==> src/rtl/sci_defines.vh <==
// Purpose: constants of the serial client interface
// Assumes: 40 MHz system clock
// Notes:   times are kept in printed units, cycle counts derived
`ifndef SCI_DEFINES_VH
`define SCI_DEFINES_VH

// ==========================================================
// clock and timing
`define SCI_CLK_HZ        40000000
`define SCI_TIMEOUT_MS    30
`define SCI_IDLE_US       200
`define SCI_FSCL_MIN_KHZ  10
`define SCI_FSCL_MAX_KHZ  400
`define SCI_TIMEOUT_CYC   (`SCI_TIMEOUT_MS * (`SCI_CLK_HZ / 1000))
`define SCI_IDLE_CYC      (`SCI_IDLE_US * (`SCI_CLK_HZ / 1000000))

// ==========================================================
// link framing
`define SCI_DEV_ADDR      7'h28
`define SCI_BITS_PER_BYTE 4'h8
`define SCI_PTR_RESET     8'h00

`endif

==> src/rtl/sci_sync.v <==
// Purpose: two-flop synchroniser with one delayed copy for edge finding
// Assumes: inputs are asynchronous to clk
// Notes:   the first stage feeds only the second stage
`timescale 1ns/100ps

module sci_sync
#(
    parameter       WIDTH     = 2,
    parameter [1:0] RESET_VAL = 2'h3
)
(
    // clock and reset
    input  wire             clk,
    input  wire             rstn,
    // lines
    input  wire [WIDTH-1:0] async_in,
    output reg  [WIDTH-1:0] sync_out,
    output reg  [WIDTH-1:0] sync_dly
);

    reg [WIDTH-1:0] meta;

    // ==========================================================
    // stages
    always @(posedge clk or negedge rstn)
    begin
        if (!rstn)
        begin
            meta     <= RESET_VAL[WIDTH-1:0];
            sync_out <= RESET_VAL[WIDTH-1:0];
            sync_dly <= RESET_VAL[WIDTH-1:0];
        end
        else
        begin
            meta     <= async_in;
            sync_out <= meta;
            sync_dly <= sync_out;
        end
    end

endmodule

==> src/rtl/sci_client.v <==
// Purpose: two-wire serial client, address match, ack, register pointer
// Assumes: host is bus master; register file sits on the same clock
// Notes:   bus clock line is sampled, never driven
`timescale 1ns/100ps
`include "sci_defines.vh"

// What this block does
// - never drive the clock line low; tolerate stretched clocks from others.
// - start is data falling while clock high; recognised here.
// - first byte after start holds seven address bits then direction bit.
// - answer only to address 0101000, read or write.
// - bytes are eight bits, most significant bit first, both ways.
// - acknowledge every received byte by pulling data low on ninth clock.
// - stop condition resets client state, ready for a new transfer.
// - with timeout enabled, clock low for 30 ms resets the interface.
// - timeout is off after reset until software enables it.
// - with timeout enabled, both lines high over 200 us resets protocol.
// - clock from 10 kHz to 400 kHz must work.
// - multi-byte transfers carry no count byte; host ends them.
// - write byte stores one data byte at pointer register, all acked.
// - read byte sets pointer, repeated start, returns one byte.
// - pointer byte then stop only loads the pointer.
// - pointer-only write and pointer-less read may fail in deep sleep.
// - read without pointer returns the current register, repeatably.
// - multi-byte read advances pointer per host-acked byte, wrapping FFh to 00h.
// - multi-byte write advances pointer per byte, wrapping FFh to 00h.
module sci_client
#(
    parameter [31:0] TIMEOUT_CYC = `SCI_TIMEOUT_CYC,
    parameter [31:0] IDLE_CYC    = `SCI_IDLE_CYC,
    parameter [6:0]  DEV_ADDR    = `SCI_DEV_ADDR
)
(
    // clock and reset
    input  wire       clk,
    input  wire       rstn,
    // serial link pins
    input  wire       bus_clock_line_in,
    input  wire       sda_in,
    output wire       sda_out,
    output wire       sda_oe,
    // configuration levels
    input  wire       timeout_en,
    input  wire       deep_sleep_bit,
    // register file side
    output wire [7:0] reg_raddr,
    input  wire [7:0] reg_rdata,
    output reg        reg_rd,
    output reg  [7:0] reg_waddr,
    output reg  [7:0] reg_wdata,
    output reg        reg_wr,
    // status
    output wire       busy,
    output reg        bus_reset
);

    // ==========================================================
    // states
    localparam [8:0] ST_IDLE  = 9'h001;
    localparam [8:0] ST_ADDR  = 9'h002;
    localparam [8:0] ST_ACK   = 9'h004;
    localparam [8:0] ST_PTR   = 9'h008;
    localparam [8:0] ST_WDATA = 9'h010;
    localparam [8:0] ST_RDATA = 9'h020;
    localparam [8:0] ST_HACK  = 9'h040;
    localparam [8:0] ST_IGN   = 9'h080;
    localparam [8:0] ST_WAIT  = 9'h100;

    // ==========================================================
    // declarations
    wire [1:0] lines_s;
    wire [1:0] lines_d;
    wire       scl_s;
    wire       sda_s;
    wire       scl_d;
    wire       sda_d;
    wire       scl_rise;
    wire       scl_fall;
    wire       start_det;
    wire       stop_det;
    wire       timeout_hit;
    wire       idle_hit;
    wire       byte_end;
    wire       addr_hit;
    wire       last_rbit;
    wire [7:0] next_ptr;

    reg  [8:0]  state;
    reg  [8:0]  ack_next;
    reg  [3:0]  bit_cnt;
    reg  [7:0]  shreg;
    reg  [7:0]  ptr;
    reg         sda_drive;
    reg         host_ack;
    reg  [31:0] low_cnt;
    reg  [31:0] idle_cnt;
    reg  [31:0] next_low_cnt;
    reg  [31:0] next_idle_cnt;

    // ==========================================================
    // line sampling
    sci_sync
    #(
        .WIDTH     (2),
        .RESET_VAL (2'h3)
    )
    u_sync
    (
        .clk      (clk),
        .rstn     (rstn),
        .async_in ({bus_clock_line_in, sda_in}),
        .sync_out (lines_s),
        .sync_dly (lines_d)
    );

    assign scl_s = lines_s[1];
    assign sda_s = lines_s[0];
    assign scl_d = lines_d[1];
    assign sda_d = lines_d[0];

    // sampling at 40 MHz keeps many samples per bit even at 400 kHz
    assign scl_rise  = scl_s & ~scl_d;
    assign scl_fall  = ~scl_s & scl_d;
    assign start_det = scl_s & scl_d & sda_d & ~sda_s;
    assign stop_det  = scl_s & scl_d & ~sda_d & sda_s;

    // ==========================================================
    // pin drive
    // open drain: only the data line is ever pulled, clock is input only
    assign sda_out   = 1'b0;
    assign sda_oe    = sda_drive;
    assign reg_raddr = ptr;
    assign busy      = (state != ST_IDLE) && (state != ST_IGN);

    // ==========================================================
    // byte framing
    // a byte ends on the fall after its eighth rise; the ack owns the next low phase
    assign byte_end  = scl_fall && (bit_cnt == `SCI_BITS_PER_BYTE);
    assign addr_hit  = (shreg[7:1] == DEV_ADDR);
    assign last_rbit = (bit_cnt == `SCI_BITS_PER_BYTE - 4'h1);
    // eight-bit arithmetic, so FFh steps to 00h by itself
    assign next_ptr  = ptr + 8'h01;

    // ==========================================================
    // bus watchdogs
    // counters stay cleared while disabled, so enable starts fresh
    assign timeout_hit = timeout_en && (low_cnt == TIMEOUT_CYC - 32'h1);
    assign idle_hit    = timeout_en && (idle_cnt == IDLE_CYC);

    always @*
    begin
        next_low_cnt  = 32'h0;
        next_idle_cnt = 32'h0;
        if (timeout_en && !scl_s && !timeout_hit)
            next_low_cnt = low_cnt + 32'h1;
        if (timeout_en && scl_s && sda_s && !idle_hit)
            next_idle_cnt = idle_cnt + 32'h1;
    end

    always @(posedge clk or negedge rstn)
    begin
        if (!rstn)
        begin
            low_cnt  <= 32'h0;
            idle_cnt <= 32'h0;
        end
        else
        begin
            low_cnt  <= next_low_cnt;
            idle_cnt <= next_idle_cnt;
        end
    end

    // ==========================================================
    // protocol engine
    always @(posedge clk or negedge rstn)
    begin
        if (!rstn)
        begin
            state     <= ST_IDLE;
            ack_next  <= ST_IDLE;
            bit_cnt   <= 4'h0;
            shreg     <= 8'h00;
            ptr       <= `SCI_PTR_RESET;
            sda_drive <= 1'b0;
            host_ack  <= 1'b0;
            reg_rd    <= 1'b0;
            reg_wr    <= 1'b0;
            reg_waddr <= 8'h00;
            reg_wdata <= 8'h00;
            bus_reset <= 1'b0;
        end
        else
        begin
            // strobes are single-cycle pulses unless a branch below raises them
            reg_rd    <= 1'b0;
            reg_wr    <= 1'b0;
            bus_reset <= 1'b0;
            if (stop_det)
            begin
                // pointer survives: it is what a later pointer-less read uses
                state     <= ST_IDLE;
                sda_drive <= 1'b0;
            end
            else if (timeout_hit || (idle_hit && state != ST_IDLE))
            begin
                state     <= ST_IDLE;
                sda_drive <= 1'b0;
                bus_reset <= 1'b1;
            end
            else if (start_det)
            begin
                // repeated start is handled the same as a first start
                state     <= ST_ADDR;
                bit_cnt   <= 4'h0;
                sda_drive <= 1'b0;
            end
            else
            begin
                case (state)
                ST_ADDR, ST_PTR, ST_WDATA:
                begin
                    if (scl_rise)
                    begin
                        shreg   <= {shreg[6:0], sda_s};
                        bit_cnt <= bit_cnt + 4'h1;
                    end
                    else if (byte_end)
                    begin
                        bit_cnt <= 4'h0;
                        state   <= ST_ACK;
                        if (state == ST_ADDR)
                        begin
                            if (addr_hit)
                            begin
                                sda_drive <= 1'b1;
                                ack_next  <= shreg[0] ? ST_RDATA : ST_PTR;
                            end
                            else
                            begin
                                state <= ST_IGN;
                            end
                        end
                        else if (state == ST_PTR)
                        begin
                            // works in deep sleep too; hosts just may not rely on it
                            ptr       <= shreg;
                            sda_drive <= 1'b1;
                            ack_next  <= ST_WDATA;
                        end
                        else
                        begin
                            reg_wr    <= 1'b1;
                            reg_waddr <= ptr;
                            reg_wdata <= shreg;
                            ptr       <= next_ptr;
                            sda_drive <= 1'b1;
                            ack_next  <= ST_WDATA;
                        end
                    end
                end
                ST_ACK:
                begin
                    if (scl_fall)
                    begin
                        bit_cnt <= 4'h0;
                        state   <= ack_next;
                        if (ack_next == ST_RDATA)
                        begin
                            // first bit goes out on the fall that ends the ack
                            shreg     <= reg_rdata;
                            sda_drive <= ~reg_rdata[7];
                            reg_rd    <= 1'b1;
                        end
                        else
                        begin
                            sda_drive <= 1'b0;
                        end
                    end
                end
                ST_RDATA:
                begin
                    if (scl_fall)
                    begin
                        bit_cnt <= bit_cnt + 4'h1;
                        if (last_rbit)
                        begin
                            sda_drive <= 1'b0;
                            state     <= ST_HACK;
                        end
                        else
                        begin
                            shreg     <= {shreg[6:0], 1'b0};
                            sda_drive <= ~shreg[6];
                        end
                    end
                end
                ST_HACK:
                begin
                    if (scl_rise)
                    begin
                        // advance only when the host asks for more bytes
                        host_ack <= ~sda_s;
                        if (!sda_s)
                            ptr <= next_ptr;
                    end
                    else if (scl_fall)
                    begin
                        bit_cnt <= 4'h0;
                        if (host_ack)
                        begin
                            shreg     <= reg_rdata;
                            sda_drive <= ~reg_rdata[7];
                            reg_rd    <= 1'b1;
                            state     <= ST_RDATA;
                        end
                        else
                        begin
                            state <= ST_WAIT;
                        end
                    end
                end
                ST_IGN:
                begin
                    // another client's transfer: stay off the data line
                    sda_drive <= 1'b0;
                end
                ST_WAIT:
                begin
                    // host has sent its nack; only a start, a stop or a bus watchdog reset moves on
                    sda_drive <= 1'b0;
                end
                default:
                begin
                    sda_drive <= 1'b0;
                    state     <= ST_IDLE;
                end
                endcase
            end
        end
    end

endmodule

==> config.mk <==
export PLATFORM = sky130hd
export DESIGN_NAME = sci_client
export DESIGN_NICKNAME = d
export VERILOG_FILES = /design/src/rtl/sci_sync.v /design/src/rtl/sci_client.v
export VERILOG_INCLUDE_DIRS = /design/src /design/src/rtl
export SDC_FILE = /design/constraint.sdc
export NUM_CORES = 1
export LEC_CHECK = 0
export BUFFER_PORTS_ARGS = -buffer_cell sky130_fd_sc_hd__buf_2
export CAP_MARGIN = 5
export CORE_MARGIN = 3
export CORE_UTILIZATION = 65
export CTS_CLUSTER_DIAMETER = 30
export CTS_CLUSTER_SIZE = 14
export DETAILED_ROUTE_END_ITERATION = 10
export PLACE_DENSITY = 0.85
export SLEW_MARGIN = 25
export SYNTH_ARGS = -nofsm -noshare
export SYNTH_HDL_FRONTEND = slang
export SYNTH_HIERARCHICAL = 1
export SYNTH_SLANG_ARGS = --single-unit
==> constraint.sdc <==
create_clock -name clk -period 8.1 [get_ports clk]
set_clock_uncertainty 0.1 [all_clocks]
set_input_delay 1.215 -clock clk [delete_from_list [all_inputs] [get_ports clk]]
set_output_delay 1.215 -clock clk [all_outputs]
set_load 0.02 [all_outputs]
# Word-level counts from Yosys, hierarchy flattened

Index checks and enable logic that the tools add are counted.

Register bits after elaboration: 129
Word-level logic and storage cells: 186

Add/sub/neg operators: 4
Equal/unequal tests: 43
Multiplexer cells: 76
Bitwise logic cells: 19
Reductions and logical operators: 27

Operator list:

| cell                  | number |
|---|---|
| $mux 8                | 16 |
| $mux 9                | 13 |
| $add 32x1->32 const B | 2 |
| $mux 32               | 2 |
| $pmux 9 s5            | 1 |
| $ne 5x5->1 const B    | 8 |
| $eq 32x13->1 const B  | 1 |
| $eq 32x21->1 const B  | 1 |
| $mux 1                | 32 |
| $pmux 8 s4            | 1 |
| $ne 2x2->1 const B    | 14 |
| $mux 4                | 6 |
| $reduce_and 8->1      | 3 |
| $eq 9x6->1 const B    | 2 |
| $pmux 4 s4            | 1 |
| $pmux 8 s2            | 1 |
| $not 1->1             | 12 |
| $reduce_and 12->1     | 1 |
| $logic_and 1x1->1     | 10 |
| $eq 9x2->1 const B    | 1 |
| $eq 9x3->1 const B    | 1 |
| $eq 9x4->1 const B    | 1 |
| $eq 9x5->1 const B    | 1 |
| $eq 9x7->1 const B    | 1 |
| other kinds (28)      | 37 |

# Depth between registers and ports, before layout

Gate-level depths: netlist (run 1).

Depth in word-level cells: 9
Gate-level depth with buffers: 10
Depth with buffers taken out: 8

# Modules after synthesis

The synthesis (run 1) kept the hierarchy.

Modules (own cells, without submodules):

| module     | instances | cells an instance | area an instance (um^2) | sequential area each (um^2) |
|---|---|---|---|---|
| sci_client | 1         | 650               | 6366.1                  | 2955.3 |
| sci_sync   | 1         | 6                 | 157.7                   | 157.7 |

# Least setup slack after synthesis (run 1)

OpenSTA, ideal clock, no wires.

Path type: input -> register
Start: input port timeout_en
End: register reg_wr
Library setup time: 0.136 ns
Arrival time: 2.874 ns
Required time: 7.864 ns
Slack: 4.990 ns
Stages: 8
Path buffers: 2
Cell sequence: nor4bb_1 nand3_1 nor4_1 or2_4 clkbuf_1 nand2b_1 clkbuf_1 nor3_1

Cells in the longest elaborated chain, start to end: 5

Ends and longest elaborated chain:

| item                 | line             | source |
|---|---|---|
| from (decl)          | sci_client.v:43  | `input wire timeout_en,` |
| $logic_and 1x1->1    | sci_client.v:148 | `assign idle_hit = timeout_en && (idle_cnt == IDLE_CYC);` |
| $logic_and 1x1->1    | sci_client.v:205 | `else if (timeout_hit \|\| (idle_hit && state != ST_IDLE))` |
| $logic_or 1x1->1 *   | sci_client.v:205 |  |
| $mux 1 *             | sci_client.v:205 |  |
| $mux 1 *             | sci_client.v:199 | `if (stop_det)` |
| to (signal assigned) | sci_client.v:188 | `reg_wr <= 1'b0;` |
| to (signal assigned) | sci_client.v:197 | `reg_wr <= 1'b0;` |
| to (signal assigned) | sci_client.v:253 | `reg_wr <= 1'b1;` |
| to (decl)            | sci_client.v:51  | `output reg reg_wr,` |

Mark *: on every way between the ends. The rest lies on a longest branch, timed or not.
A chain may end at the register's enable or synchronous reset.

# Worst setup path in the final report (run 1)

Start: register state[2]
End: register ptr[1], in the netlist reg_raddr[1]

Cells in the longest elaborated chain, start to end: 6

Ends and longest elaborated chain:

| item                   | line                               | source |
|---|---|---|
| from (decl)            | sci_client.v:88                    | `reg [8:0] state;` |
| from (signal assigned) | sci_client.v:267                   | `state <= ack_next;` |
| $eq 9x4->1             | sci_client.v:220, sci_client.v:244 |  |
| $mux 8                 | sci_client.v:244                   | `else if (state == ST_PTR)` |
| $mux 8                 | sci_client.v:232                   | `if (state == ST_ADDR)` |
| $mux 8                 | sci_client.v:228                   | `else if (byte_end)` |
| $mux 8                 | sci_client.v:223                   | `if (scl_rise)` |
| $pmux 8 s2             | sci_client.v:220                   | `case (state)` |
| to (signal assigned)   | sci_client.v:247                   | `ptr <= shreg;` |
| to (signal assigned)   | sci_client.v:256                   | `ptr <= next_ptr;` |
| to (signal assigned)   | sci_client.v:305                   | `ptr <= next_ptr;` |
| to (decl)              | sci_client.v:92                    | `reg [7:0] ptr;` |

Parallel ways exist; a longest one is shown, timed or not. The select of a mux whose other input is x is not followed.

==> results.ini, run 1 <==
[outcome]
status = complete, no violations

[clock_network]
hold_buffers = 0
clockBufferDepth = 2
root_buffer = clkbuf_8
cts.reportedPaths.clkPinSlew_ns = 0.06
numClockSinks = 124
cts.htree.levels = 4
postCtsSetupBuffers = 0
cts_resized = 0
cts_buffers = 17
cts_tree = yes
insertion_delay_ns = 0.51

[synth]
synth_nets = 676
synth_edf_count = 0
avgSynthCellArea_um2 = 9.94
synth_top_area_cell = dfrtp_1
synth_cells = 656
yosysUniqueCellTypes = 62
synth.most_common_cell = dfrtp_1
ys_ff_latch = 124
synth_top_area_share_pct = 44.5
ys_async_sr_fraction_pct = 100
ys_seq_area_share_pct = 47.7
synthTopCellsByArea = dfrtp_1 44%, xor2_1 5.0%, mux2_2 4.7%
synthFlopType = dfrtp_1
yosysWarningCount = 6
synth_top_cells_by_count = 116 x dfrtp_1, 79 x nor2_1, 38 x nand3_1
synth_area_um2 = 6520

[grt]
grt_pass1_wl_um = 25300
antenna_found_initial = 0
grt_max_degree = 72
grt.overflow.total = 0
grt_pass1_vias = 5219
grt_use_total_pct = 28.1

[timing]
fmaxAchievable_ghz = 0.284
rsz0062_at_grt = no
finalSetupTns_ns = 0
hold_viol_final = 0
drv_slew = 0
fin_crit_sh_pct = 43.5
fin_crit_ns = 3.52
worst_pin_slew_ns = 1.04
final-setup-viol-count = 0
maxSlewHeadroom_pct = 30.5

[detailed_routing]
routed_wirelength_um = 15000
num_vias = 5282
top_layer = met4
drc_errors = 0
postRouteAntennaNets = 0
routed_via_density = 6.37
routed-wl-met3_um = 1020
dr_wl_met2_um = 7570
routedWlPerCell_um = 18.1
first_iter_violations = 383
drt_pre_antenna_iters = 5
wl_met1_um = 6140

[critical_path]
crit_required_ns = 8.39
crit_path_start_kind = register
cp_max_fo = 15
cp-end-kind = register
arrival_ns = 3.82
worstSetupPathType = reg2reg
rrSetupSlack_ns = 4.58

[power]
internal_power_mw = 1.10
p_seq_share_pct = 45.5
switchingPower_mw = 0.299
power_density_nw_per_um2 = 191
finalPower_mw = 1.40
ir_drop_mv = 0.259
total_leakage_power_nw = 3.19
combPwrFrac_pct = 3.0
power.switching_fraction_pct = 21.3
clock_power_share_pct = 51.5

[run]
max-cap-violations = 0

[final_layout]
stdcell_count = 829
syn_to_final_growth_pct = 12.2
antennaDiodeCount = 0
regArea_um2 = 3110
multiInputGateArea_um2 = 3190
fillers = 621
final_core_util_pct = 77.0
nNetsFinal = 707
drive_gt1_share_pct = 18.6

[die]
fp.dieW_um = 106
initial_core_util_pct = 68.7
io_pins = 44
die_h_um = 106
placementRows = 35
fp.coreArea_um2 = 9500
die_area_um2 = 11300

[place]
dp_cells = 797
routabilityCongestion = 1.01
port_buffers = 41
dp_hpwl_um = 9650

[worst_hold_path]
hold_path_class = reg2reg

kinds of logic (layout without fill, tap and decap cells):
group,Yosys count,after routing,share of synthesized area [%]
and+or+nand+nor,292,292,24.5
DFF,124,124,47.7
AOI/OAI and AO/OA,85,85,7.83
xor gates and xnor gates,59,59,7.92
buffers and inverters,49,93,3.45
muxes,40,40,7.42
adders and majority gates,6,6,1.15
other,1,1,0.0575
layout by cell type, fill, tap and decap left out, types with 10 or more instances in the layout:
master,n
nand3_1,38
nor4_1,16
o21ai_0,30
xnor2_1,22
nor3_1,21
nand2_1,30
xor2_1,37
nand4_1,24
or3_1,18
inv_1,17
dfrtp_1,116
clkbuf_16,16
buf_2,40
a21oi_1,28
mux2_4,10
mux2_2,27
nor2_1,79
sequential cells by signal, indices dropped and copies added (netlist names), 2 cells and up:
| register | count |
|---|---|
| reg_waddr | 8 |
| u_sync/meta | 2 |
| state | 9 |
| shreg | 8 |
| u_sync/sync_out | 2 |
| bit_cnt | 4 |
| ack_next | 4 |
| reg_raddr | 8 |
| low_cnt | 32 |
| u_sync/sync_dly | 2 |
| reg_wdata | 8 |
| idle_cnt | 32 |
final cells by class:
| type | count | share of cell area [%] |
|---|---|---|
| flip-flops and latches | 124 | 42.5 |
| clock buffers | 25 | 6.48 |
| well taps | 129 | 2.21 |
| multi-input cells | 483 | 43.5 |
| inverters | 17 | 0.872 |
| clock inverters | 7 | 1.23 |
| repair buffers | 44 | 3.15 |
worst max-delay path: stages (launching register included):
cell and delay, ns:
dfrtp_1 0.54, nor4_1 0.63, nand3_1 0.38, or3_1 0.45, a211oi_2 0.88, mux2_2 0.43
final timing paths:
path                                 from            endpoint  cells after the start
min in group asynchronous            rstn        reg_waddr[4]                      1
max in group asynchronous            rstn        idle_cnt[13]                      2
hold reg to reg            u_sync/meta[1]  u_sync/sync_out[1]                      0
setup / recovery                 state[2]        reg_raddr[1]                      5
hold / removal             u_sync/meta[1]  u_sync/sync_out[1]                      0
setup reg to reg                 state[2]        reg_raddr[1]                      5
layer usage:
layer / up-vias / track usage (%)
li1: 2412 / -
met1: 2611 / 36.7
met2: 227 / 46.3
met3: 32 / 5.53
met4: 0 / 11.1
met5: - / 0
through the flow:
stage	setup slack [ns]	instance area, um2	hold slack [ns]
after global routing	4.40	7320	0.264
final	4.58	7320	0.254
after detailed placement	4.49	6750	0.247
after global placement	4.56	6750	0.247
after floorplan	4.99	6520	0.245
after CTS	4.68	7320	0.255
power groups by stage:
stage          clock network [mW]  registers [mW]  logic [mW]
2_1_floorplan                   0           0.643      0.0226
3_3_place_gp                    0           0.646      0.0413
3_5_place_dp                    0           0.646      0.0427
4_1_cts                     0.729           0.636      0.0428
5_1_grt                     0.760           0.637      0.0479
6_report                    0.721           0.636      0.0419
Note: power is estimated with default switching activity, not from simulation.
==> run 2: changes to the inputs <==
--- a/config.mk
+++ b/config.mk
@@ -6,14 +6,15 @@
 export SDC_FILE = /design/constraint.sdc
 export NUM_CORES = 1
 export LEC_CHECK = 0
+export ABC_AREA = 1
 export BUFFER_PORTS_ARGS = -buffer_cell sky130_fd_sc_hd__buf_2
 export CAP_MARGIN = 5
 export CORE_MARGIN = 3
-export CORE_UTILIZATION = 65
+export CORE_UTILIZATION = 62
 export CTS_CLUSTER_DIAMETER = 30
 export CTS_CLUSTER_SIZE = 14
 export DETAILED_ROUTE_END_ITERATION = 10
-export PLACE_DENSITY = 0.85
+export PLACE_DENSITY = 0.81
 export SLEW_MARGIN = 25
 export SYNTH_ARGS = -nofsm -noshare
 export SYNTH_HDL_FRONTEND = slang
==> constraint.sdc (replaced) <==
create_clock -name clk -period 3.6 [get_ports clk]
set_clock_uncertainty 0.1 [all_clocks]
set_input_delay 0.54 -clock clk [delete_from_list [all_inputs] [get_ports clk]]
set_output_delay 0.54 -clock clk [all_outputs]
set_load 0.02 [all_outputs]
==> results.ini, run 2 <==
[final_layout]
nNetsFinal = 1087  ; +54%
stdcell_count = 1223  ; +48%
largestRegisters = idle_cnt (32), low_cnt (32), state (9)
syn_to_final_growth_pct = 12.8
fillers = 923  ; +49%
regArea_um2 = 3110  ; unchanged
multiInputGateArea_um2 = 3630  ; +14%
antennaDiodeCount = 0  ; unchanged
final_cell_mix = 233 x nand2_1, 165 x nor2_1, 136 x inv_1
layout_commonest_cell = nand2_1
drive_gt1_share_pct = 13.1  ; -5.4 points

[detailed_routing]
postRouteAntennaNets = 0  ; unchanged
first_iter_violations = 598  ; +56%
drc_errors = 0  ; unchanged
routed_via_density = 5.48  ; -14%
routedWlPerCell_um = 14.1  ; -22%
routed_wirelength_um = 17300  ; +15%
num_vias = 6699  ; +27%
drt_pre_antenna_iters = 5  ; unchanged

[die]
fp.coreArea_um2 = 11500  ; +21%
die_area_um2 = 13200  ; +17%
io_pins = 44  ; unchanged
placementRows = 39  ; +11%
die_h_um = 115  ; +8.1%
fp.dieW_um = 115  ; +8.1%
initial_core_util_pct = 63.9  ; -4.7 points

[grt]
grt.overflow.total = 0  ; unchanged
grt_pass1_wl_um = 28900  ; +14%
grt_pass1_vias = 6210  ; +19%
antenna_found_initial = 0  ; unchanged
grt_use_total_pct = 27.5  ; -0.59 points
grt_max_degree = 49  ; -32%

[place]
routabilityCongestion = 0.992  ; -1.8%
pre_cts_ws_ns = 1.05  ; -3.45 ns
dp_hpwl_um = 12600  ; +31%
dp_cells = 1191  ; +49%
port_buffers = 41  ; unchanged

[clock_network]
cts.reportedPaths.clkPinSlew_ns = 0.05  ; about the same
cts_resized = 0  ; unchanged
root_buffer = clkbuf_16
insertion_delay_ns = 0.42  ; -0.09 ns
postCtsSetupBuffers = 0  ; unchanged
numClockSinks = 124  ; unchanged
cts_buffers = 17  ; unchanged
cts_tree = yes
clockBufferDepth = 2  ; unchanged
hold_buffers = 0  ; unchanged
cts.htree.levels = 4  ; unchanged

[power]
power_density_nw_per_um2 = 383  ; +100%
ir_drop_mv = 0.467  ; +80%
total_leakage_power_nw = 3.90  ; +22%

[timing]
fin_crit_sh_pct = 70.7  ; +27 points
drv_slew = 0  ; unchanged
fmaxAchievable_ghz = 0.393  ; +38%
maxSlewHeadroom_pct = 54.1  ; +24 points
rsz0062_at_grt = no
timing.final.ws_setup_ns = 1.06  ; -3.52 ns
fin_crit_ns = 2.54  ; -0.979 ns
holdWs_ns = 0.0339  ; -0.220 ns
finalSetupTns_ns = 0  ; unchanged
final-setup-viol-count = 0  ; unchanged
worst_pin_slew_ns = 0.686  ; -0.355 ns
hold_viol_final = 0  ; unchanged

[synth]
synth_top_area_cell = dfrtp_1
synth_top_family_by_area = simple AND/OR/NAND/NOR gates
synth_top_cells_by_count = 233 x nand2_1, 165 x nor2_1, 136 x inv_1
synthAdderAreaFrac_pct = 1.02  ; -0.13 points
synth_edf_count = 0  ; unchanged
synth_area_um2 = 7330  ; +12%
ys_ff_latch = 124  ; unchanged
synthXorXnorAreaFrac_pct = 3.34  ; -4.6 points
ys_seq_area_share_pct = 42.5  ; -5.3 points
ys_async_sr_fraction_pct = 100  ; unchanged
avgSynthCellArea_um2 = 7.24  ; -27%
synth_nets = 1033  ; +53%
synthTopCellsByArea = dfrtp_1 40%, nand2_1 12%, nor2_1 8.4%
synth-compound-area-share_pct = 7.75  ; -0.078 points
synth_top_area_share_pct = 39.6  ; -4.9 points
synthFlopType = dfrtp_1
yosysWarningCount = 6  ; unchanged
synth_mux_area_share_pct = 0.137  ; -7.3 points
synth.most_common_cell = nand2_1
synth_simple_gate_area_share_pct = 37.2  ; +13 points
yosysUniqueCellTypes = 43  ; -31%
synth_cells = 1013  ; +54%

[critical_path]
slowest_stage = nand3_1
arrival_ns = 2.74  ; -1.08 ns
crit_required_ns = 3.80  ; -4.59 ns
reg2reg_depth = 10  ; +5
r2r-start = low_cnt[0]
crit_chain = ha_1, nand2_2, nor2_4, inv_1, nor2_2, nand3_1, nand3_1, inv_1, o21ai_0, a21oi_1
cp-end-kind = register
cp_slowest_stage_delay_ns = 0.53  ; -0.35 ns
cp_max_fo = 16  ; +1
worstReg2RegEnd = low_cnt[4]
worstSetupPathType = reg2reg
crit_path_start_kind = register
rrSetupSlack_ns = 1.06  ; -3.52 ns

[outcome]
status = complete, no violations

[worst_hold_path]
hold_path_class = in2async

[run]
max-cap-violations = 0  ; unchanged

run 2: cell types whose count changed after synthesis, moves of 11 or more:
cell      delta
nor3_1      +31
or3_1       -18
inv_1      +119
mux2_2      -27
o21ai_2     +14
xnor2_1     -17
clkbuf_1    -15
nor2_1      +86
xor2_1      -14
nand3_1     +36
nand2_1    +203
nand2_2     +11
run 2: cell type report:
class / instances / area share (%)
Multi-Input combinational cell: 738 / 43.8
Clock inverter: 11 / 1.45
Sequential cell: 124 / 37.6
Inverter: 140 / 6.35
Clock buffer: 21 / 5.45
Tap cell: 143 / 2.16
Timing Repair Buffer: 46 / 3.12
run 2: cells by family (layout without fill, tap and decap cells):
| group | Yosys count | after routing |
|---|---|---|
| AOI/OAI and AO/OA | 96 | 96 |
| xor gates and xnor gates | 28 | 28 |
| adders and majority gates | 6 | 6 |
| buffers and inverters | 151 | 218 |
| DFF | 124 | 124 |
| muxes | 1 | 1 |
| other | 1 | 1 |
| and+or+nand+nor | 606 | 606 |
run 2: worst max-delay path by stage:
stage | from | to | slack [ns]
final | low_cnt[0] | low_cnt[4] | 1.06
after global routing | low_cnt[0] | low_cnt[4] | 0.77
after CTS | low_cnt[0] | low_cnt[4] | 1.02
after detailed placement | low_cnt[0] | low_cnt[3] | 1.05
after global placement | low_cnt[0] | low_cnt[22] | 1.12
after floorplan | low_cnt[0] | state[3] | 1.69
run 2: layer usage:
layer,global-route usage [%],wire (um)
met1,39.2,8120
met4,10.1,408
met2,41.3,7620
met5,0,0
met3,6.58,1130
run 2: worst max-delay path, delay by kind of cell (launching register included):
family	cells	cell delay (ns)
compound gates	2	0.21
simple gates	5	1.12
fa+ha+maj	1	0.20
flops	1	0.39
buf+inv	2	0.39
run 2: power by group:
part / internal [mW] / switching, mW / leakage, nW / total (mW)
clock network: 1.03 / 0.615 / 0.273 / 1.65
logic: 0.0271 / 0.0771 / 1.95 / 0.104
registers: 1.41 / 0.00872 / 1.68 / 1.42
total: 2.47 / 0.701 / 3.90 / 3.17
run 2: per-stage QoR:
stage | instance area, um2 | util, % | power [mW]
after CTS | 8270 | 72.1 | 3.19
after global placement | 7700 | 67.2 | 1.54
after floorplan | 7330 | - | 1.49
after global routing | 8270 | 72.1 | 3.27
final | 8270 | 72.1 | 3.17
after detailed placement | 7700 | 67.2 | 1.54
